$ cat src/design/dhr_pkg.sv
// Purpose: shared constants and types for the d-channel hdlc receiver
// Assumes: one 25 MHz clock, serial bits qualified by a strobe
// Notes: bit positions index 8-bit ports
package dhr_pkg;

  localparam logic [7:0] FLAG_PAT = 8'h7e;       // 01111110
  localparam logic [15:0] CRC_POLY_REFL = 16'h8408;
  localparam logic [15:0] CRC_INIT = 16'hffff;
  localparam logic [15:0] CRC_GOOD = 16'h1d0f;   // residue, msb first
  localparam logic [4:0] STUFF_ONES = 5'h05;
  localparam logic [4:0] ABORT_ONES = 5'h06;     // seventh one ends frame
  localparam logic [4:0] MARK_IDLE_ONES = 5'h0f;
  localparam logic [3:0] FLAG_GAP_BITS = 4'h7;
  localparam logic [15:0] MIN_FRAME_LEN = 16'h0005;

  // fifo width in bits, depths in entries
  localparam int unsigned FIFO_WIDTH = 9;        // data plus last marker
  localparam int unsigned FIFO_DEPTH = 32;
  localparam logic [5:0] DEPTH_NORMAL = 6'h08;
  localparam logic [5:0] DEPTH_EXTENDED = 6'h20;

  // control bit positions
  localparam int unsigned M1_THR_IRQ = 1;        // dlink_mode_one
  localparam int unsigned M1_EOF_IRQ = 3;
  localparam int unsigned M1_PAIR_EN_LO = 4;     // bits 4..7
  localparam int unsigned M3_ADDR_IRQ = 0;       // rx_irq_mode
  localparam int unsigned M3_LAST_IRQ = 2;
  localparam int unsigned M3_AVAIL_IRQ = 3;
  localparam int unsigned M3_CRC_STORE = 7;
  localparam int unsigned M4_THR_LO = 2;         // fifo_addr_mode
  localparam int unsigned M4_BYTE_ONLY = 5;
  localparam int unsigned M4_CR_CMP = 6;
  localparam int unsigned M4_SECOND_ONLY = 7;
  localparam int unsigned EFC_EXTEND = 0;

  // error byte positions
  localparam int unsigned ERR_ABORT = 0;
  localparam int unsigned ERR_NONINT = 1;
  localparam int unsigned ERR_CRC = 3;
  localparam int unsigned ERR_OVERFLOW = 4;
  localparam int unsigned ERR_UNDERFLOW = 5;
  localparam int unsigned ERR_OVERRUN = 6;

  // status positions
  localparam int unsigned S1_ADDR = 0;
  localparam int unsigned S1_EOF = 1;
  localparam int unsigned S1_BUSY = 2;
  localparam int unsigned S2_LOST = 2;
  localparam int unsigned S2_MARK_IDLE = 5;
  localparam int unsigned S2_FLAG_IDLE = 6;

  // receive threshold choices, indexed by the two threshold bits
  localparam logic [23:0] THR_NORMAL = {6'h08, 6'h04, 6'h02, 6'h01};
  localparam logic [23:0] THR_EXTENDED = {6'h20, 6'h10, 6'h08, 6'h04};

  typedef enum logic [2:0] {
    ST_HUNT = 3'b000,
    ST_OPEN = 3'b001,
    ST_RECV = 3'b010,
    ST_DROP = 3'b011,
    ST_END = 3'b100
  } dhr_state_e;

endpackage

$ cat src/design/dhr_receiver.sv
// Purpose: receive side of a d-channel hdlc link controller with fifo
// Assumes: rx_bit_valid_i pulses no more often than once every 4 clocks
// Notes: software side is plain strobes; outputs come from flops, except the two idle bits of link_status_two_o, decoded from registered counters
//
// Overview of operation
// two-byte mode: both bytes must match one enabled pair
// no pair enabled: accept all, end-of-address after byte two
// extension clear or reset: 8-byte fifos
// extension set: 32-byte fifo, alternate thresholds
// opening flag plus one non-flag byte sets busy, unless two frames are outstanding
// recognition on: unmatched dropped, matched received
// address events set irq bit 2 and status-one bit 0, maskable
// three-byte hold so address precedes readable data
// data-available and threshold irqs, separately masked
// crc bytes stored only when store bit set
// maskable irq on read of a frame's final byte
// closing flag, abort, overflow or overrun ends frame
// two-deep 16-bit count fifo, written with last byte
// last read pops errors; count read pops count and address status
// count above limit ends frame, error bit 4
// two-byte-address frame under 5 bytes: error bit 5
// byte into full fifo ends frame, error bit 6
// third frame with two outstanding refused, status-two bit 2
// seven-ones abort in error bit 0
// bit count not multiple of eight: error bit 1
// bad crc residue at closing flag: error bit 3
// unaligned frames, shared flags, mark-idle and flag-idle status
// software abort ends frame in progress
// c/r bit of first-byte match ignored unless compare bit set
// zero after five ones deleted inside frame
// seven ones inside a frame abort it
`timescale 1ns/1ns

module dhr_fifo #(
  parameter int unsigned WIDTH = 9,
  parameter int unsigned DEPTH = 32
) (
  input wire logic mclk_i,
  input wire logic rst_n_i,
  input wire logic [5:0] limit_i,
  input wire logic in_valid_i,
  output logic in_ready_o,
  input wire logic [WIDTH-1:0] in_data_i,
  output logic out_valid_o,
  input wire logic out_ready_i,
  output logic [WIDTH-1:0] out_data_o,
  output logic [5:0] level_o
);
  localparam int unsigned AW = $clog2(DEPTH);
  logic [WIDTH-1:0] mem [DEPTH];
  logic [AW-1:0] wptr_r;
  logic [AW-1:0] rptr_r;
  logic [5:0] level_r;
  logic do_wr;
  logic do_rd;

  // ready honours the active depth
  assign in_ready_o = (level_r < limit_i);
  assign out_valid_o = (level_r != 6'h00);
  assign out_data_o = mem[rptr_r];
  assign level_o = level_r;
  assign do_wr = in_valid_i && in_ready_o;
  assign do_rd = out_valid_o && out_ready_i;

  always_ff @(posedge mclk_i or negedge rst_n_i) begin
    if (!rst_n_i) begin
      wptr_r <= '0;
      rptr_r <= '0;
      level_r <= 6'h00;
    end else begin
      if (do_wr) begin
        wptr_r <= wptr_r + 1'b1;
      end
      if (do_rd) begin
        rptr_r <= rptr_r + 1'b1;
      end
      level_r <= level_r + {5'h00, do_wr} - {5'h00, do_rd};
    end
  end

  // storage has no reset, only the pointers matter
  always_ff @(posedge mclk_i) begin
    if (do_wr) begin
      mem[wptr_r] <= in_data_i;
    end
  end
endmodule // dhr_fifo

module dhr_receiver
  import dhr_pkg::*;
(
  input wire logic mclk_i,
  input wire logic rst_n_i,
  input wire logic rx_bit_i,
  input wire logic rx_bit_valid_i,
  input wire logic [7:0] dlink_mode_one_i,
  input wire logic [7:0] error_mask_mode_i,
  input wire logic [7:0] rx_irq_mode_i,
  input wire logic [7:0] fifo_addr_mode_i,
  input wire logic fifo_extension_ctrl_i,
  input wire logic [31:0] first_byte_match_i,
  input wire logic [31:0] second_byte_match_i,
  input wire logic [15:0] rx_byte_limit_i,
  input wire logic rx_abort_i,
  input wire logic rx_data_rd_i,
  input wire logic rx_count_rd_i,
  input wire logic status_one_rd_i,
  input wire logic status_two_rd_i,
  output logic [7:0] rx_data_port_o,
  output logic rx_data_last_o,
  output logic rx_data_valid_o,
  output logic [15:0] rx_count_fifo_o,
  output logic [7:0] addr_status_fifo_o,
  output logic [7:0] rx_error_fifo_o,
  output logic [7:0] link_status_one_o,
  output logic [7:0] link_status_two_o,
  output logic [7:0] irq_register_o,
  output logic rx_avail_irq_o,
  output logic rx_thresh_irq_o,
  output logic rx_last_irq_o,
  output logic rx_eof_irq_o,
  output logic rx_err_irq_o
);

  typedef struct packed {
    dhr_state_e st;
    logic [4:0] ones;
    logic [7:0] win;
    logic [6:0] dly;
    logic [2:0] dn;
    logic [7:0] asm_b;
    logic [2:0] an;
    logic [15:0] crc;
    logic [23:0] hold;        // three held bytes, oldest in low byte
    logic [1:0] hn;
    logic [1:0] pn;
    logic reopen;
    logic [15:0] fcnt;
    logic [15:0] pcnt;
    logic [7:0] ferr;
    logic [7:0] fas;
    logic [7:0] addr0;
    logic [3:0] fsince;
    logic [1:0] frun;
    logic [31:0] cq;
    logic [15:0] aq;
    logic [1:0] cn;
    logic [15:0] eq;
    logic [1:0] en;
    logic [7:0] s1;
    logic lost;
    logic [7:0] rdat;
    logic rlast;
    logic rval;
    logic [15:0] cnt_o;
    logic [7:0] as_o;
    logic [7:0] err_o;
    logic irq2;
    logic avail;
    logic thr;
    logic lirq;
    logic eirq;
    logic errirq;
  } dhr_state_s;

  dhr_state_s r;
  dhr_state_s n;

  logic push;
  logic [8:0] push_d;
  logic f_ready;
  logic f_valid;
  logic [8:0] f_data;
  logic [5:0] f_level;
  logic [5:0] f_limit;
  logic [23:0] thr_tab;
  logic [5:0] thr_lvl;

  // one lsb-first crc step, reflected polynomial
  function automatic logic [15:0] crc_step(input logic [15:0] c, input logic b);
    crc_step = (c[0] ^ b) ? ((c >> 1) ^ CRC_POLY_REFL) : (c >> 1);
  endfunction

  function automatic logic [15:0] rev16(input logic [15:0] v);
    for (int i = 0; i < 16; i++) begin
      rev16[i] = v[15-i];
    end
  endfunction

  // per-pair match vector
  function automatic logic [3:0] addr_hits(input logic [7:0] b0, input logic [7:0] b1,
                                           input logic [7:0] m4, input logic [31:0] fm,
                                           input logic [31:0] sm);
    logic [7:0] care;
    logic f;
    logic s;
    care = m4[M4_CR_CMP] ? 8'hff : 8'hfd;
    for (int i = 0; i < 4; i++) begin
      f = ((b0 ^ fm[i*8 +: 8]) & care) == 8'h00;
      s = (b1 == sm[i*8 +: 8]);
      if (!m4[M4_BYTE_ONLY]) begin
        addr_hits[i] = f && s;
      end else if (m4[M4_SECOND_ONLY]) begin
        addr_hits[i] = s;
      end else begin
        addr_hits[i] = f;
      end
    end
  endfunction

  // active depth and threshold follow the extension bit
  assign f_limit = fifo_extension_ctrl_i ? DEPTH_EXTENDED : DEPTH_NORMAL;
  assign thr_tab = fifo_extension_ctrl_i ? THR_EXTENDED : THR_NORMAL;
  assign thr_lvl = thr_tab[fifo_addr_mode_i[M4_THR_LO +: 2]*6 +: 6];

  dhr_fifo #(
    .WIDTH(FIFO_WIDTH),
    .DEPTH(FIFO_DEPTH)
  ) u_fifo (
    .mclk_i(mclk_i),
    .rst_n_i(rst_n_i),
    .limit_i(f_limit),
    .in_valid_i(push),
    .in_ready_o(f_ready),
    .in_data_i(push_d),
    .out_valid_o(f_valid),
    .out_ready_i(rx_data_rd_i),
    .out_data_o(f_data),
    .level_o(f_level)
  );

  // receiver next state
  always_comb begin
    logic raw;
    logic ob;
    logic flag;
    logic abort7;
    logic byte_ev;
    logic [7:0] nb;
    logic term;
    logic closing;
    logic [7:0] terr;
    logic [3:0] hits;
    logic rd_last;
    raw = rx_bit_i;
    ob = 1'b0;
    flag = 1'b0;
    abort7 = 1'b0;
    byte_ev = 1'b0;
    nb = 8'h00;
    term = 1'b0;
    closing = 1'b0;
    terr = 8'h00;
    hits = 4'h0;
    rd_last = 1'b0;
    push = 1'b0;
    push_d = 9'h000;
    n = r;
    n.rval = 1'b0;
    n.irq2 = 1'b0;
    n.lirq = 1'b0;
    n.errirq = 1'b0;
    // clears first so a same-cycle event still sets its bit
    if (status_one_rd_i) begin
      n.s1[S1_ADDR] = 1'b0;
      n.s1[S1_EOF] = 1'b0;
    end
    if (status_two_rd_i) begin
      n.lost = 1'b0;
    end

    if (rx_bit_valid_i && r.st != ST_END) begin
      n.win = {raw, r.win[7:1]};
      n.ones = raw ? ((r.ones == 5'h1f) ? r.ones : r.ones + 5'h01) : 5'h00;
      flag = (n.win == FLAG_PAT);
      abort7 = raw && (r.ones == ABORT_ONES);
      n.fsince = (r.fsince == 4'hf) ? r.fsince : r.fsince + 4'h1;
      if (flag) begin
        // back-to-back flags build the flag-idle run
        n.frun = (r.fsince == FLAG_GAP_BITS && r.frun != 2'h3) ? r.frun + 2'h1 : 2'h0;
        n.fsince = 4'h0;
      end else if (r.fsince > FLAG_GAP_BITS) begin
        n.frun = 2'h0;
      end
      case (r.st)
        ST_HUNT, ST_DROP: begin
          if (flag) begin
            n.st = ST_OPEN;
          end else if (abort7) begin
            n.st = ST_HUNT;
          end
        end
        ST_OPEN, ST_RECV: begin
          if (abort7) begin
            if (r.st == ST_RECV) begin
              term = 1'b1;
              terr[ERR_ABORT] = 1'b1;
            end else begin
              n.st = ST_HUNT;
            end
          end else if (flag) begin
            if (r.st == ST_RECV) begin
              term = 1'b1;
              closing = 1'b1;
              terr[ERR_NONINT] = (r.an != 3'h0);
              terr[ERR_CRC] = (rev16(r.crc) != CRC_GOOD);
            end
          end else if (!(raw == 1'b0 && r.ones == STUFF_ONES)) begin
            // seven-bit lag keeps flag bits out of the data
            n.dly = {raw, r.dly[6:1]};
            if (r.dn == 3'h7) begin
              ob = r.dly[0];
              n.crc = crc_step(r.crc, ob);
              n.asm_b = {ob, r.asm_b[7:1]};
              n.an = r.an + 3'h1;
              byte_ev = (r.an == 3'h7);
              nb = n.asm_b;
            end else begin
              n.dn = r.dn + 3'h1;
            end
          end
        end
        default: begin
          n.st = r.st;
        end
      endcase
    end

    // a new opening flag restarts the per-frame state
    if (flag && (r.st != ST_RECV) && (r.st != ST_END)) begin
      n.dn = 3'h0;
      n.an = 3'h0;
      n.crc = CRC_INIT;
      n.fcnt = 16'h0000;
      n.hn = 2'h0;
      n.ferr = 8'h00;
      n.fas = 8'h00;
    end

    // completed byte handling
    if (byte_ev) begin
      n.fcnt = r.fcnt + 16'h0001;
      if (r.st == ST_OPEN) begin
        if (r.cn == 2'h2) begin
          n.lost = 1'b1;
          n.st = ST_DROP;
        end else begin
          n.st = ST_RECV;
          n.s1[S1_BUSY] = 1'b1;
        end
      end
      if (n.st == ST_RECV) begin
        if (r.hn == 2'h3) begin
          // oldest held byte leaves; full fifo means overrun
          push = 1'b1;
          push_d = {1'b0, r.hold[7:0]};
          n.hold = {nb, r.hold[23:8]};
          if (!f_ready) begin
            term = 1'b1;
            terr[ERR_OVERRUN] = 1'b1;
          end
        end else begin
          n.hold[r.hn*8 +: 8] = nb;
          n.hn = r.hn + 2'h1;
        end
        if (r.fcnt == 16'h0000) begin
          n.addr0 = nb;
        end
        if (r.fcnt == 16'h0001) begin
          hits = addr_hits(r.addr0, nb, fifo_addr_mode_i, first_byte_match_i,
                           second_byte_match_i) & dlink_mode_one_i[M1_PAIR_EN_LO +: 4];
          n.fas = {4'h0, hits};
          if (dlink_mode_one_i[M1_PAIR_EN_LO +: 4] == 4'h0 || hits != 4'h0) begin
            if (rx_irq_mode_i[M3_ADDR_IRQ]) begin
              n.irq2 = 1'b1;
              n.s1[S1_ADDR] = 1'b1;
            end
          end else begin
            n.st = ST_DROP;
            n.s1[S1_BUSY] = 1'b0;
          end
        end
        if (n.fcnt > rx_byte_limit_i) begin
          term = 1'b1;
          terr[ERR_OVERFLOW] = 1'b1;
        end
      end
    end
    if (push && f_ready) begin
      n.pcnt = r.pcnt + 16'h0001;
    end

    // software abort of the frame in progress
    if (rx_abort_i && !term) begin
      if (r.st == ST_RECV) begin
        term = 1'b1;
        terr[ERR_ABORT] = 1'b1;
      end else if (r.st == ST_OPEN) begin
        n.st = ST_HUNT;
      end
    end

    // frame end; held bytes drain in end state
    if (term) begin
      n.st = ST_END;
      n.reopen = closing;
      n.ferr = r.ferr | terr;
      // an aborted frame reports only its abort, not its length
      n.ferr[ERR_UNDERFLOW] = closing && !r.addr0[0] && (n.fcnt < MIN_FRAME_LEN);
      n.pn = (closing && !rx_irq_mode_i[M3_CRC_STORE] && n.hn == 2'h3) ? 2'h1 : n.hn;
      n.s1[S1_EOF] = 1'b1;
      n.s1[S1_BUSY] = 1'b0;
    end

    if (r.st == ST_END) begin
      if (r.pn != 2'h0) begin
        push = 1'b1;
        push_d = {(r.pn == 2'h1), r.hold[7:0]};
        n.hold = {8'h00, r.hold[23:8]};
        n.pn = r.pn - 2'h1;
        if (f_ready) begin
          n.pcnt = r.pcnt + 16'h0001;
        end else begin
          n.ferr[ERR_OVERRUN] = 1'b1;
        end
      end
      if (r.pn <= 2'h1) begin
        // record the finished frame
        n.cq[r.cn[0]*16 +: 16] = n.pcnt;
        n.aq[r.cn[0]*8 +: 8] = r.fas;
        n.eq[r.en[0]*8 +: 8] = n.ferr;
        n.cn = r.cn + 2'h1;
        n.en = r.en + 2'h1;
        n.pcnt = 16'h0000;
        n.hn = 2'h0;
        n.st = r.reopen ? ST_OPEN : ST_HUNT;
        n.dn = 3'h0;
        n.an = 3'h0;
        n.crc = CRC_INIT;
        n.fcnt = 16'h0000;
        n.ferr = 8'h00;
      end
    end

    // software reads of the data port and the queues
    if (rx_data_rd_i && f_valid) begin
      n.rdat = f_data[7:0];
      n.rlast = f_data[8];
      n.rval = 1'b1;
      rd_last = f_data[8];
    end
    if (rd_last) begin
      n.lirq = rx_irq_mode_i[M3_LAST_IRQ];
      n.err_o = r.eq[7:0];
      n.errirq = |(r.eq[7:0] & error_mask_mode_i);
      n.eq = {8'h00, n.eq[15:8]};
      n.en = n.en - 2'h1;
    end
    if (rx_count_rd_i && r.cn != 2'h0) begin
      n.cq = {16'h0000, n.cq[31:16]};
      n.aq = {8'h00, n.aq[15:8]};
      n.cn = n.cn - 2'h1;
    end
    n.cnt_o = n.cq[15:0];
    n.as_o = n.aq[7:0];
    n.avail = f_valid && rx_irq_mode_i[M3_AVAIL_IRQ];
    n.thr = (f_level >= thr_lvl) && dlink_mode_one_i[M1_THR_IRQ];
    n.eirq = n.s1[S1_EOF] && dlink_mode_one_i[M1_EOF_IRQ];
  end

  // single state register
  always_ff @(posedge mclk_i or negedge rst_n_i) begin
    if (!rst_n_i) begin
      r <= '0;
      r.crc <= CRC_INIT;
    end else begin
      r <= n;
    end
  end

  assign rx_data_port_o = r.rdat;
  assign rx_data_last_o = r.rlast;
  assign rx_data_valid_o = r.rval;
  assign rx_count_fifo_o = r.cnt_o;
  assign addr_status_fifo_o = r.as_o;
  assign rx_error_fifo_o = r.err_o;
  assign link_status_one_o = r.s1;
  // idle levels from registered counters
  assign link_status_two_o = {1'b0, (r.frun > 2'h2), (r.ones >= MARK_IDLE_ONES), 2'b00,
                              r.lost, 2'b00};
  assign irq_register_o = {5'h00, r.irq2, 2'b00};
  assign rx_avail_irq_o = r.avail;
  assign rx_thresh_irq_o = r.thr;
  assign rx_last_irq_o = r.lirq;
  assign rx_eof_irq_o = r.eirq;
  assign rx_err_irq_o = r.errirq;

endmodule // dhr_receiver

$ cat config.mk
export PLATFORM = sky130hd
export DESIGN_NAME = dhr_receiver
export DESIGN_NICKNAME = d
export VERILOG_FILES = /design/src/design/dhr_pkg.sv /design/src/design/dhr_receiver.sv
export SDC_FILE = /design/constraint.sdc
export NUM_CORES = 1
export LEC_CHECK = 0
export BUFFER_PORTS_ARGS = -buffer_cell sky130_fd_sc_hd__clkbuf_2
export CAP_MARGIN = 0
export CELL_PAD_IN_SITES_DETAIL_PLACEMENT = 1
export CELL_PAD_IN_SITES_GLOBAL_PLACEMENT = 2
export CORE_ASPECT_RATIO = 1.25
export CORE_MARGIN = 2
export CORE_UTILIZATION = 45
export CTS_CLUSTER_SIZE = 10
export DETAILED_ROUTE_END_ITERATION = 10
export GPL_TIMING_DRIVEN = 0
export HOLD_SLACK_MARGIN = 0.02
export PLACE_DENSITY = 0.86
export SLEW_MARGIN = 20
export SYNTH_ARGS = -nofsm -noshare
export SYNTH_HDL_FRONTEND = slang
export SYNTH_SLANG_ARGS = --single-unit
export TNS_END_PERCENT = 1
$ cat constraint.sdc
create_clock -name mclk_i -period 7.2 [get_ports mclk_i]
set_input_delay 0.36 -clock mclk_i [delete_from_list [all_inputs] [get_ports mclk_i]]
set_output_delay 0.36 -clock mclk_i [all_outputs]
set_load 0.05 [all_outputs]
After elaboration in Yosys (flattened, before gate mapping) --
Memories as Yosys holds them, arrays and structs flattened. Cells that the tools add are included.
Word-level totals: word-level logic and storage cells 363, bits of input ports 122, memories kept 1, register bits after elaboration 280, bits in writable memories 288, output and inout port bits 71
Memories:
- u_fifo.mem | words 32, width 9, rd ports 1, clocked after Yosys merged registers in 0, wr ports 1, line dhr_receiver.sv:50 | logic [WIDTH-1:0] mem [DEPTH];
Operators by class: muxes and demuxes 183, $add $sub $neg 21, reduce and logical (&&, ||, !) cells 52, shifts and indexed selects 9, multiply operators 1, $lt $le $gt $ge 8, bitwise operators 17, eq/ne operators 28
Operators with widths (number):
- 2-to-1 mux 16 bit | 10
- 2-to-1 mux 37 bit | 4
- 2-to-1 mux 68 bit | 2
- 2-to-1 mux 8 bit | 12
- 2-to-1 mux 1 bit | 94
- 2-to-1 mux 40 bit | 2
- 2-to-1 mux 24 bit | 3
- negator 4 -> 34 bit | 2
- negator 5 -> 34 bit | 2
- variable shift 8 x 34 -> 16 bit, first input constant | 2
- variable part select 8 x 34 -> 16 bit | 2
- 2-to-1 mux 3 bit | 21
- 2-to-1 mux 53 bit | 1
- 2-to-1 mux 26 bit | 2
- 2-to-1 mux 50 bit | 1
- 2-to-1 mux 47 bit | 1
- AND 8 bit | 5
- 2-to-1 mux 19 bit | 2
- variable shift 16 x 34 -> 32 bit, first input constant | 1
- variable shift 8 x 34 -> 24 bit, first input constant | 1
- variable part select 16 x 34 -> 32 bit | 1
- variable part select 8 x 34 -> 24 bit | 1
- adder 16 x 1 -> 16 bit, second input constant | 2
- bitwise mux 16 bit | 2
- 66 further kinds | 143

Depth between registers and ports, before layout --
Gate-level depths: netlist (run 1).
depth in word-level cells 27, gate-level depth with buffers 18, gate-level depth less buffers 16

Cells and area by module --
From an unflattened synthesis (run 1), not the netlist that was laid out.
Unflattened totals: cell total of the unflattened synthesis 2280, area total of the unflattened synthesis 26659.3 um^2
By module, submodules not included:
- dhr_receiver | seq. area each 5950.7 um^2, cells an instance 1659, instances 1, area an instance 14481.4 um^2
- dhr_fifo | seq. area each 9048.7 um^2, cells an instance 621, instances 1, area an instance 12177.9 um^2

Worst setup path after synthesis (run 1) --
No wires, ideal clock.
kind reg-to-reg, start point register r[177] (netlist name), end point register r[64] (netlist name), buffers on the path 1, clock period less this slack 3.719 ns, cell stages (with the launch flop) 15, setup time 0.116 ns, required time 7.084 ns, arrival time 3.604 ns, setup slack 3.481 ns, cells stage by stage dfrtp_1 -> clkbuf_1 -> nand2_1 -> nor3_1 -> and3_1 -> xor2_1 -> ha_1 -> nand4_1 -> nor2_1 -> a221oi_1 -> nand4_1 -> a31o_2 -> or3b_1 -> o41a_1 -> o311ai_0
Between the ends: longest elaborated chain between the ends 17, elaborated cells between the ends (all ways) 27, classes of those cells add/sub (1); order compare (2); shift (1); mux (19); bitwise (1); reduce/logical (3)
Ends and longest elaborated chain:
- start, declared | line dhr_receiver.sv:166 | dhr_state_s r;
- start signal, assigned | line dhr_receiver.sv:477 | r <= n;
- adder 16 x 1 -> 16 bit | line dhr_receiver.sv:342 | n.fcnt = r.fcnt + 16'h0001;
- > comparator 16 bit | line dhr_receiver.sv:383 | if (n.fcnt > rx_byte_limit_i) begin
- 2-to-1 mux 1 bit | line dhr_receiver.sv:383
- 2-to-1 mux 1 bit | line dhr_receiver.sv:352 | if (n.st == ST_RECV) begin
- 2-to-1 mux 1 bit | line dhr_receiver.sv:341 | if (byte_ev) begin
- zero test 1 bit | line dhr_receiver.sv:394 | if (rx_abort_i && !term) begin
- logical AND 1 bit | line dhr_receiver.sv:394
- 2-to-1 mux 1 bit | line dhr_receiver.sv:394
- 2-to-1 mux 8 bit * | line dhr_receiver.sv:404 | if (term) begin
- 2-to-1 mux 1 bit | line dhr_receiver.sv:421 | if (f_ready) begin
- 2-to-1 mux 1 bit | line dhr_receiver.sv:416 | if (r.pn != 2'h0) begin
- 2-to-1 mux 1 bit | line dhr_receiver.sv:415 | if (r.st == ST_END) begin
- variable part select 8 x 34 -> 16 bit * | line dhr_receiver.sv:431 | n.eq[r.en[0]*8 +: 8] = n.ferr;
- bitwise mux 16 bit * | line dhr_receiver.sv:431
- 2-to-1 mux 68 bit * | line dhr_receiver.sv:427 | if (r.pn <= 2'h1) begin
- 2-to-1 mux 68 bit * | line dhr_receiver.sv:415
- 2-to-1 mux 18 bit * | line dhr_receiver.sv:452 | if (rd_last) begin
Every way passes the cells marked *; elsewhere a longest branch is shown, timed or not. The select of a mux whose other input is x is not followed. A chain may end at the register's enable or synchronous reset.

Worst setup path after layout (run 1) --
start point register r[171] (netlist name), end point register r[64] (netlist name)
The elaborated chain is that of the path after synthesis.

==> flow_metrics.env, run 1 <==
export IMPL_outcome="complete, no violations"
export IMPL_fin_crit_ns=4.86
export IMPL_synth_area_um2=26200
export IMPL_required_ns=7.71
export IMPL_busiest_layer="met2"
export IMPL_synth_seq_cells=541
export IMPL_portBuffers=165
export IMPL_slew_viol_final=0
export IMPL_synth_simple_area_share=0.130
export IMPL_num_antenna_cells=0
export IMPL_grt_pass1_wl_mm=119
export IMPL_postCtsResizedCells=0
export IMPL_p_comb_frac=0.360
export IMPL_finalHoldViolCount=0
export IMPL_clk_latency_ns=0.65
export IMPL_layout_commonest_cell="edfxtp_1"
export IMPL_holdWs_ns=0.0581
export IMPL_rsz0062_at_grt="false"
export IMPL_routabilityCongestion=0.885
export IMPL_synth_edf_count=288
export IMPL_rows=98
export IMPL_min_path_type="in2reg"
export IMPL_cts_setup_buffers=0
export IMPL_grt_antenna_before_repair=0
export IMPL_ant_nets=0
export IMPL_fill_cells=6103
export IMPL_synth_top_family_by_area="simple AND/OR/NAND/NOR gates"
export IMPL_wl_per_cell_um=23.3
export IMPL_tritoncts="yes"
export IMPL_area_growth_pct=15.1
export IMPL_netSwitchingPower_mw=3.96
export IMPL_synth_warnings=0
export IMPL_r2r_cells=14
export IMPL_synth_top_cell_area_share=0.330
export IMPL_initial_core_util=0.456
export IMPL_start_kind="register"
export IMPL_cts_hold_buf=10
export IMPL_firstDrtPassIters=7
export IMPL_max_cap_violations=0
export IMPL_synthAdderAreaFrac=0.0290
export IMPL_multiInputGateArea_um2=10100
export IMPL_peakVddDrop_mv=0.249
export IMPL_seq_area_um2=15000
export IMPL_finalSetupTns_ns=0
export IMPL_use_met3=0.0403
export IMPL_layout_drive_gt1_share=0.183
export IMPL_use_met2=0.476
export IMPL_via_per_inst=5.72
export IMPL_place_ws_ns=2.15
export IMPL_fp_dieW_um=220
export IMPL_synth_compound_area_frac=0.0939
export IMPL_h_tree_depth=2
export IMPL_power_density_nw_per_um2=355
export IMPL_fmax_ghz=0.206
export IMPL_ys_types=80
export IMPL_clock_skew_ns=0.0365
export IMPL_slew_headroom=0.280
export IMPL_worstPathMaxFanout=9
export IMPL_grt_use_met1=0.303
export IMPL_cp_arrival_ns=5.37
export IMPL_final_cell_mix="edfxtp_1 (288), nor2_1 (244), nand2_1 (238), dfrtp_1 (237), clkbuf_2 (165)"
export IMPL_overflow=0
export IMPL_synthTopCellsByArea="edfxtp_1 (33%), dfrtp_1 (23%), mux4_2 (7.7%), nor2_1 (3.5%), nand2_1 (3.4%)"
export IMPL_drc=0
export IMPL_grt_max_degree=78
export IMPL_cts_made_buffers=61
export IMPL_coreArea_um2=57400
export IMPL_setup_violations=0
export IMPL_fin_util=0.525
export IMPL_syn_area_per_cell_um2=11.8
export IMPL_critPathKind="reg2reg"
export IMPL_drtIter0Drc=920
export IMPL_synth_top_area_cell="edfxtp_1"
export IMPL_via_count=18800
export IMPL_io_pins=193
export IMPL_root_buffer="clkbuf_16"
export IMPL_leakage_nw=12.1
export IMPL_nets=2665
export IMPL_clk_pin_slew_ns=0.06
export IMPL_post_route_period_util=0.675
export IMPL_p_int_mw=6.73
export IMPL_synthArstFlopShare=0.468
export IMPL_ys_flop_type="edfxtp_1"
export IMPL_die_area_um2=60100
export IMPL_hpwl_mm=55.2
export IMPL_synth_mux_area_frac=0.0851
export IMPL_track_usage=0.259
export IMPL_clockBufferDepth=3
export IMPL_clkPwrFrac=0.271
export IMPL_clock_sinks=541
export IMPL_swShare=0.370
export IMPL_max_slew_worst_pin_slew_ns=1.07
export IMPL_whs_path_depth=3
export IMPL_endpoint_kind="register"
export IMPL_totalWireLength_mm=76.4
export IMPL_stdcell_count=3280
export IMPL_first_global_vias=20600
export IMPL_pwr_share_seq=0.369
export IMPL_setup_ws_ns=2.34
export IMPL_netlist_instances=2225
export IMPL_synth_seq_area_share=0.573
export IMPL_synth_xor_area_frac=0.0412
export IMPL_die_h_um=274
export IMPL_dp_cells=3160
## final cells by class
class	count	area share
well taps	750	0.0312
clock buffers	106	0.0579
repair buffers	179	0.0347
plain buffers	184	0.0319
multi-input cells	1442	0.334
flip-flops and latches	541	0.498
clock inverters	4	0.00282
inverters	74	0.00922
## routing by layer
layer | wire length (um) | vias up
li1 | - | 8499
met1 | 29600 | 9630
met2 | 40700 | 481
met3 | 3320 | 160
met4 | 2850 | 0
met5 | 0 | -
## cells in the mapped netlist, types with 8 or more instances
| library cell | instances |
|---|---|
| a21oi_1 | 109 |
| mux4_2 | 90 |
| nor4_1 | 20 |
| ha_1 | 59 |
| a311oi_1 | 13 |
| edfxtp_1 | 288 |
| a211oi_1 | 23 |
| buf_4 | 62 |
| clkbuf_1 | 95 |
| buf_1 | 14 |
| o21a_1 | 8 |
| nand4_1 | 25 |
| a22oi_1 | 17 |
| nor3_1 | 36 |
| nand2b_1 | 21 |
| o22ai_1 | 14 |
| xnor2_1 | 65 |
| mux2i_1 | 12 |
| nand3_1 | 66 |
| inv_1 | 73 |
| a31oi_1 | 13 |
| xor2_1 | 58 |
| dfstp_2 | 16 |
| nor2_1 | 244 |
| nor2b_1 | 15 |
| a32oi_1 | 9 |
| o21ai_0 | 104 |
| o211ai_1 | 8 |
| dfrtp_1 | 237 |
| o21bai_1 | 10 |
| or3_1 | 8 |
| and3_1 | 24 |
| buf_2 | 10 |
| nand2_1 | 238 |
## worst max-delay path, stage by stage, from the launching register on
cell and delay, ns:
dfrtp_1 0.53, ha_1 0.34, nand4_1 0.15, nor2_1 0.43
nand2_1 0.21, xnor2_1 0.32, ha_1 0.32, a21oi_1 0.16
nand2_1 0.07, a221oi_1 0.61, nand4_1 0.27, a31o_2 0.37
or3b_1 0.46, o41a_1 0.39, o311ai_0 0.08
## per-stage QoR
step	total power, mW	instance area, um2
after detailed placement	7.83	28200
final	10.7	30100
after global routing	11.2	30100
after global placement	7.63	28000
after CTS	10.8	30100
after floorplan	6.62	26200
## flip-flops by register name (all words and copies together), names as in the netlist
signal,cells
link_status_one_o,3
rx_err_irq_o,1
rx_thresh_irq_o,1
rx_avail_irq_o,1
rx_data_port_o,8
u_fifo.wptr_r,5
u_fifo.mem,288
irq_register_o,1
link_status_two_o,1
u_fifo.rptr_r,5
rx_data_valid_o,1
rx_count_fifo_o,15
rx_data_last_o,1
u_fifo.level_o,6
rx_eof_irq_o,1
rx_last_irq_o,1
r,187
rx_error_fifo_o,8
addr_status_fifo_o,7
## logic make-up (layout without fill, tap and decap cells)
| group | count (synthesis) | after routing |
|---|---|---|
| and+or+nand+nor | 745 | 745 |
| DFF | 541 | 541 |
| AOI/OAI and AO/OA | 388 | 388 |
| buffers and inverters | 258 | 547 |
| xor gates and xnor gates | 123 | 123 |
| muxes | 109 | 109 |
| adders and majority gates | 60 | 60 |
| other | 1 | 17 |
## power groups by stage
stage / Clock (mW) / Sequential [mW] / Combinational, mW
final: 2.90 / 3.95 / 3.85
after global routing: 3.06 / 3.99 / 4.16
after CTS: 2.95 / 3.94 / 3.87
after detailed placement: 0 / 4.00 / 3.83
after global placement: 0 / 3.98 / 3.65
after floorplan: 0 / 3.92 / 2.70
## final timing paths
kind	endpoint	from	slack, ns
worst max-delay path	r[64]$_DFFE_PN0P_	r[171]$_DFF_PN0_	2.34
worst min-delay path	rx_err_irq_o$_DFF_PN0_	error_mask_mode_i[7]	0.06
worst max register to register	r[64]$_DFFE_PN0P_	r[171]$_DFF_PN0_	2.34
worst min register to register	rx_data_port_o[2]$_DFFE_PN0P_	rx_data_port_o[2]$_DFFE_PN0P_	0.48
max in group asynchronous	u_fifo.wptr_r[0]$_DFFE_PN0P_	rst_n_i	5.84
min in group asynchronous	r[241]$_DFFE_PN0P_	rst_n_i	0.22
Power figures use the tool's default switching activity.
==> run 2, diff against run 1 <==
Settings changed: CORE_UTILIZATION 45 to 37, PLACE_DENSITY 0.86 to 0.76.
Clock period 7.2 ns to 4.05 ns, I/O delays scaled along.
==> run 2 against run 1 <==
  * Clock-buffer cell count rose by 5
  * Worst hold slack got worse by 0.0037 ns
  * Die area rose by 21%
  * Via count fell by 1.1%
  * Critical path depth did not move
  * Clock power rose by 79%
  * Utilization fell by 8.9 points
  * First-iteration DRC count rose by 15%
  * Sequential power rose by 77%
  * Largest cell class unchanged
  * Highest routed layer unchanged
==> flow_metrics.env, run 2 (same netlist as run 1, synthesis figures left out) <==
export IMPL_fin_util=0.436
export IMPL_grt_antenna_before_repair=0
export IMPL_use_met3=0.0282
export IMPL_wl_per_cell_um=22.1
export IMPL_start_kind="register"
export IMPL_slowest_stage="or3b_4"
export IMPL_outcome="complete, no violations"
export IMPL_critical_path_cell_chain="nand3_1 -> nor3_4 -> buf_4 -> nand4_1 -> xnor2_1 -> ha_1 -> nand4_1 -> nor2_1 -> a221oi_4 -> nand4_1 -> a31o_4 -> or3b_4 -> o41a_1 -> o311ai_0"
export IMPL_totalWireLength_mm=77.0
export IMPL_hpwl_mm=55.6
export IMPL_r2r_end="r[64]$_DFFE_PN0P_"
export IMPL_busiest_layer="met2"
export IMPL_num_antenna_cells=0
export IMPL_area_growth_pct=17.3
export IMPL_crit_path_start="r[171]$_DFF_PN0_"
export IMPL_root_buffer="clkbuf_16"
export IMPL_clock_sinks=541
export IMPL_post_route_period_util=0.989
export IMPL_h_tree_depth=2
export IMPL_critPathKind="reg2reg"
export IMPL_worstPathMaxFanout=7
export IMPL_portBuffers=165
export IMPL_tritoncts="yes"
export IMPL_cts_made_buffers=61
export IMPL_layout_commonest_cell="edfxtp_1"
export IMPL_critical_path_top_delay_family="simple AND/OR/NAND/NOR gates"
export IMPL_grt_use_met1=0.256
export IMPL_clk_latency_ns=0.66
export IMPL_drtIter0Drc=1059
export IMPL_nets=2676
export IMPL_top_register="u_fifo.mem"
export IMPL_required_ns=4.56
export IMPL_via_count=18600
export IMPL_via_per_inst=5.32
export IMPL_cp_arrival_ns=4.51
export IMPL_design_area_um2=30700
export IMPL_slew_viol_final=0
export IMPL_leakage_nw=12.2
export IMPL_slew_headroom=0.321
export IMPL_layout_drive_gt1_share=0.207
export IMPL_r2r_slack_ns=0.05
export IMPL_use_met2=0.391
export IMPL_fp_dieW_um=242
export IMPL_endpoint_kind="register"
export IMPL_clk_pin_slew_ns=0.06
export IMPL_power_mw=19.0
export IMPL_ant_nets=0
export IMPL_worstReg2RegStart="r[171]$_DFF_PN0_"
export IMPL_overflow=0
export IMPL_fill_cells=7664
export IMPL_setup_violations=0
export IMPL_fmax_ghz=0.250
export IMPL_final_cell_mix="edfxtp_1 (288), nand2_1 (237), dfrtp_1 (228), nor2_1 (215), clkbuf_2 (166)"
export IMPL_die_area_um2=72900
export IMPL_r2r_cells=14
export IMPL_initial_core_util=0.372
export IMPL_rows=109
export IMPL_routabilityCongestion=0.831
export IMPL_clockBufferDepth=3
export IMPL_die_h_um=301
export IMPL_io_pins=193
export IMPL_rsz0062_at_grt="true"
export IMPL_peakVddDrop_mv=0.396
export IMPL_path_buf_inv=1
export IMPL_max_cap_violations=0
export IMPL_fin_crit_ns=4.00
export IMPL_placed_area_um2=28400
export IMPL_coreArea_um2=70400
export IMPL_largest_reg_flops=288
export IMPL_cp_common_cell="nand4_1"
export IMPL_min_path_type="in2async"
export IMPL_grt_pass1_wl_mm=120
export IMPL_track_usage=0.213
export IMPL_clock_skew_ns=0.0415
export IMPL_first_global_vias=20300
export IMPL_firstDrtPassIters=6
export IMPL_drc=0
export IMPL_power_density_nw_per_um2=618
export IMPL_slowest_delay_ns=0.46
export IMPL_max_slew_worst_pin_slew_ns=1.02
export IMPL_finalHoldViolCount=0
export IMPL_grt_max_degree=89
==> run 2: cell types whose count changed in the layout (fill, tap and decap cells not counted), moves of 6 or more <==
cell           delta
dfrtp_1           -9
dfrtp_2           +9
buf_4             +9
dlygate4sd3_1     +6
nor2_2           +28
nor2_1           -29
==> run 2: power breakdown <==
group	switching [mW]	leakage [nW]	total [mW]	internal, mW
registers	0.526	5.83	7.01	6.49
clock network	2.26	0.875	5.18	2.93
logic	4.19	5.54	6.79	2.59
total	6.98	12.2	19.0	12.0
==> run 2: area by class of cell <==
class / instances / area [um2] / share of cell area
tap: 943 / 1180 / 0.0384
inverter: 74 / 280 / 0.00913
timing repair buffer: 194 / 1160 / 0.0377
clock inverter: 3 / 90.1 / 0.00293
buffer: 180 / 948 / 0.0309
sequential: 541 / 15000 / 0.489
multi-input combinational: 1442 / 10300 / 0.334
clock buffer: 111 / 1760 / 0.0575
==> run 2: worst max-delay path by stage <==
stage / endpoint / slack, ns / depth (start not counted)
final: r[64]$_DFFE_PN0P_ / 0.05 / 14
after global routing: r[64]$_DFFE_PN0P_ / -0.17 / 14
after CTS: r[64]$_DFFE_PN0P_ / -0.20 / 13
after detailed placement: r[64]$_DFFE_PN0P_ / -1.20 / 14
after global placement: r[241]$_DFFE_PN0P_ / -3.14 / 1
after floorplan: r[64]$_DFFE_PN0P_ / 0.33 / 14
==> run 2: metal layers <==
metal	wire, um	up-vias
met5	0	-
met1	31300	9528
li1	-	8526
met2	40500	395
met3	2690	119
met4	2520	0
==> run 2: timing repair <==
action / 4_1_cts / 5_1_grt
endpoints found under the setup margin: 328 / 271
buffers inserted: 3 / 6
gates resized for setup: 29 / 39
cloned: 0 / 0
hold endpoints to repair: 180 / 0
pin swaps: 1 / 3
hold buffers: 16 / 0
==> run 2: through the flow <==
| stage | setup slack (ns) | setup TNS [ns] | cells | hold WS (ns) |
|---|---|---|---|---|
| after floorplan | 0.331 | 0 | 2241 | -0.0931 |
| after global placement | -3.14 | -902.41 | 3349 | 0.413 |
| after detailed placement | -1.20 | -75.92 | 3353 | 0.190 |
| after CTS | -0.204 | -8.83 | 3485 | 0.0346 |
| after global routing | -0.175 | -1.22 | 3488 | 0.0751 |
| final | 0.0455 | 0 | 3488 | 0.0544 |
==> run 3, diff against run 2 <==
Settings changed: PLACE_DENSITY 0.76 to unset, PLACE_DENSITY_LB_ADDON set to 0.1.
==> run 3 against run 2 <==
  * Worst hold slack is essentially flat
  * Sequential share of layout area is 0.42 points lower
  * Fmax rose by 2.9%
  * Register-to-register slack improved by 0.11 ns
  * Global-route usage up 0.32 points
  * Via count is 0.61% lower
  * Cell area increased by 0.86%
  * Critical path type unchanged
  * Final cell count grew 0.26%
  * Combinational power increased by 1%
  * Sequential power barely moved
  * Total power is 2.3% higher
==> flow_metrics.env, run 3 (same netlist as run 1, synthesis figures left out) <==
export IMPL_holdWs_ns=0.0542
export IMPL_cp_common_cell="buf_6"
export IMPL_via_per_inst=5.28
export IMPL_worstPathMaxFanout=10
export IMPL_holdPathEnd="r[141]$_DFF_PN0_"
export IMPL_critPathKind="reg2reg"
export IMPL_portBuffers=165
export IMPL_clock_skew_ns=0.0272
export IMPL_slowest_stage="nor2_2"
export IMPL_initial_core_util=0.372
export IMPL_swShare=0.368
export IMPL_clk_pin_slew_ns=0.05
export IMPL_leakage_nw=12.4
export IMPL_slew_viol_final=0
export IMPL_top_register="u_fifo.mem"
export IMPL_firstDrtPassIters=5
export IMPL_slowest_delay_ns=0.58
export IMPL_critical_path_top_delay_family="simple AND/OR/NAND/NOR gates"
export IMPL_max_cap_violations=0
export IMPL_p_int_mw=12.3
export IMPL_multiInputGateArea_um2=10300
export IMPL_io_pins=193
export IMPL_rows=109
export IMPL_worstReg2RegStart="r[265]$_DFFE_PN0P_"
export IMPL_fp_dieW_um=242
export IMPL_area_growth_pct=18.3
export IMPL_clk_latency_ns=0.61
export IMPL_clock_sinks=541
export IMPL_critical_path_cell_chain="or3b_4 -> or3_1 -> a221o_1 -> buf_6 -> o31a_4 -> nand2b_4 -> inv_2 -> buf_6 -> nand2_2 -> nor2_2"
export IMPL_final_cell_mix="edfxtp_1 (288), nand2_1 (237), dfrtp_1 (229), nor2_1 (211), clkbuf_2 (167)"
export IMPL_largest_reg_flops=288
export IMPL_coreArea_um2=70400
export IMPL_outcome="complete, no violations"
export IMPL_setup_ws_ns=0.160
export IMPL_fmax_ghz=0.257
export IMPL_grt_antenna_before_repair=0
export IMPL_netSwitchingPower_mw=7.15
export IMPL_layout_commonest_cell="edfxtp_1"
export IMPL_whs_path_depth=6
export IMPL_overflow=0
export IMPL_min_path_type="in2reg"
export IMPL_cts_made_buffers=66
export IMPL_totalWireLength_mm=78.3
export IMPL_drc=0
export IMPL_rsz0062_at_grt="true"
export IMPL_cp_arrival_ns=4.11
export IMPL_clockBufferDepth=3
export IMPL_r2r_slack_ns=0.16
export IMPL_layout_drive_gt1_share=0.212
export IMPL_p_comb_frac=0.354
export IMPL_die_area_um2=72900
export IMPL_wl_per_cell_um=22.4
export IMPL_grt_pass1_wl_mm=121
export IMPL_hpwl_mm=57.3
export IMPL_fill_cells=7602
export IMPL_path_buf_inv=3
export IMPL_nets=2685
export IMPL_via_count=18500
export IMPL_required_ns=4.27
export IMPL_start_kind="register"
export IMPL_num_antenna_cells=0
export IMPL_finalSetupTns_ns=0
export IMPL_seq_area_um2=15000
export IMPL_hp_start="fifo_addr_mode_i[7]"
export IMPL_slew_headroom=0.256
export IMPL_grt_max_degree=85
export IMPL_peakVddDrop_mv=0.377
export IMPL_pwr_share_seq=0.360
export IMPL_track_usage=0.216
export IMPL_setup_violations=0
export IMPL_tritoncts="yes"
export IMPL_place_ws_ns=-1.15
export IMPL_r2r_end="u_fifo.mem[18][5]$_DFFE_PP_"
export IMPL_ant_nets=0
export IMPL_endpoint_kind="register"
export IMPL_max_slew_worst_pin_slew_ns=1.11
export IMPL_r2r_cells=10
export IMPL_power_density_nw_per_um2=627
export IMPL_routabilityCongestion=0.804
export IMPL_die_h_um=301
export IMPL_post_route_period_util=0.961
export IMPL_h_tree_depth=3
export IMPL_finalHoldViolCount=0
export IMPL_first_global_vias=20100
export IMPL_fin_crit_ns=3.89
export IMPL_drtIter0Drc=914
export IMPL_root_buffer="clkbuf_16"
export IMPL_clkPwrFrac=0.286
[run 3: repair_timing]
item	CTS	global route
hold buffers	16	0
buffers inserted	3	6
endpoints found under the hold margin	80	0
gates resized for setup	51	28
pin swaps	1	6
setup endpoints to repair	353	297
[run 3: how the worst max path moves through the flow]
stage,slack (ns),depth (start not counted),startpoint,endpoint
final,0.16,10,r[265]$_DFFE_PN0P_,u_fifo.mem[18][5]$_DFFE_PP_
after global routing,-0.06,15,r[172]$_DFF_PN0_,r[64]$_DFFE_PN0P_
after CTS,-0.14,14,r[180]$_DFF_PN0_,r[64]$_DFFE_PN0P_
after detailed placement,-1.15,14,r[173]$_DFF_PN0_,r[64]$_DFFE_PN0P_
after global placement,-3.26,1,rst_n_i,addr_status_fifo_o[0]$_DFFE_PN0P_
after floorplan,0.33,14,r[177]$_DFF_PN0_,r[64]$_DFFE_PN0P_
[run 3: area by class of cell]
class	count	area share
Inverter	74	0.00897
Timing Repair Buffer	198	0.0396
Multi-Input combinational cell	1442	0.333
Clock inverter	9	0.00437
Tap cell	943	0.0381
Clock buffer	110	0.0603
Buffer	180	0.0308
Sequential cell	541	0.485
[run 3: power groups by stage]
stage,logic (mW),clock network [mW],registers [mW]
after global placement,6.69,0,7.08
after floorplan,4.80,0,6.96
final,6.87,5.55,6.99
after detailed placement,6.90,0,7.10
after CTS,6.97,5.71,7.00
after global routing,7.51,5.91,7.08
[run 3: worst register-to-register path: stages (launching register included)]
cell      delay [ns]
dfrtp_1         0.43
or3b_4          0.43
or3_1           0.42
a221o_1         0.32
buf_6           0.16
o31a_4          0.37
nand2b_4        0.21
inv_2           0.16
buf_6           0.20
nand2_2         0.24
nor2_2          0.58
[run 3: per-layer routing]
layer	vias to the layer above	wire [um]	global-route usage
met2	417	40700	0.392
met4	0	3170	0.0957
li1	8545	-	-
met3	133	3270	0.0334
met5	-	0	0
met1	9359	31200	0.253
[run 3: per-stage QoR]
stage	cell area [um2]	util	instances	power [mW]
after global routing	31000	0.440	3497	20.5
after floorplan	26200	-	2241	11.8
final	31000	0.440	3497	19.4
after detailed placement	28500	0.405	3357	14.0
after CTS	30800	0.438	3493	19.7
after global placement	28200	0.401	3349	13.8
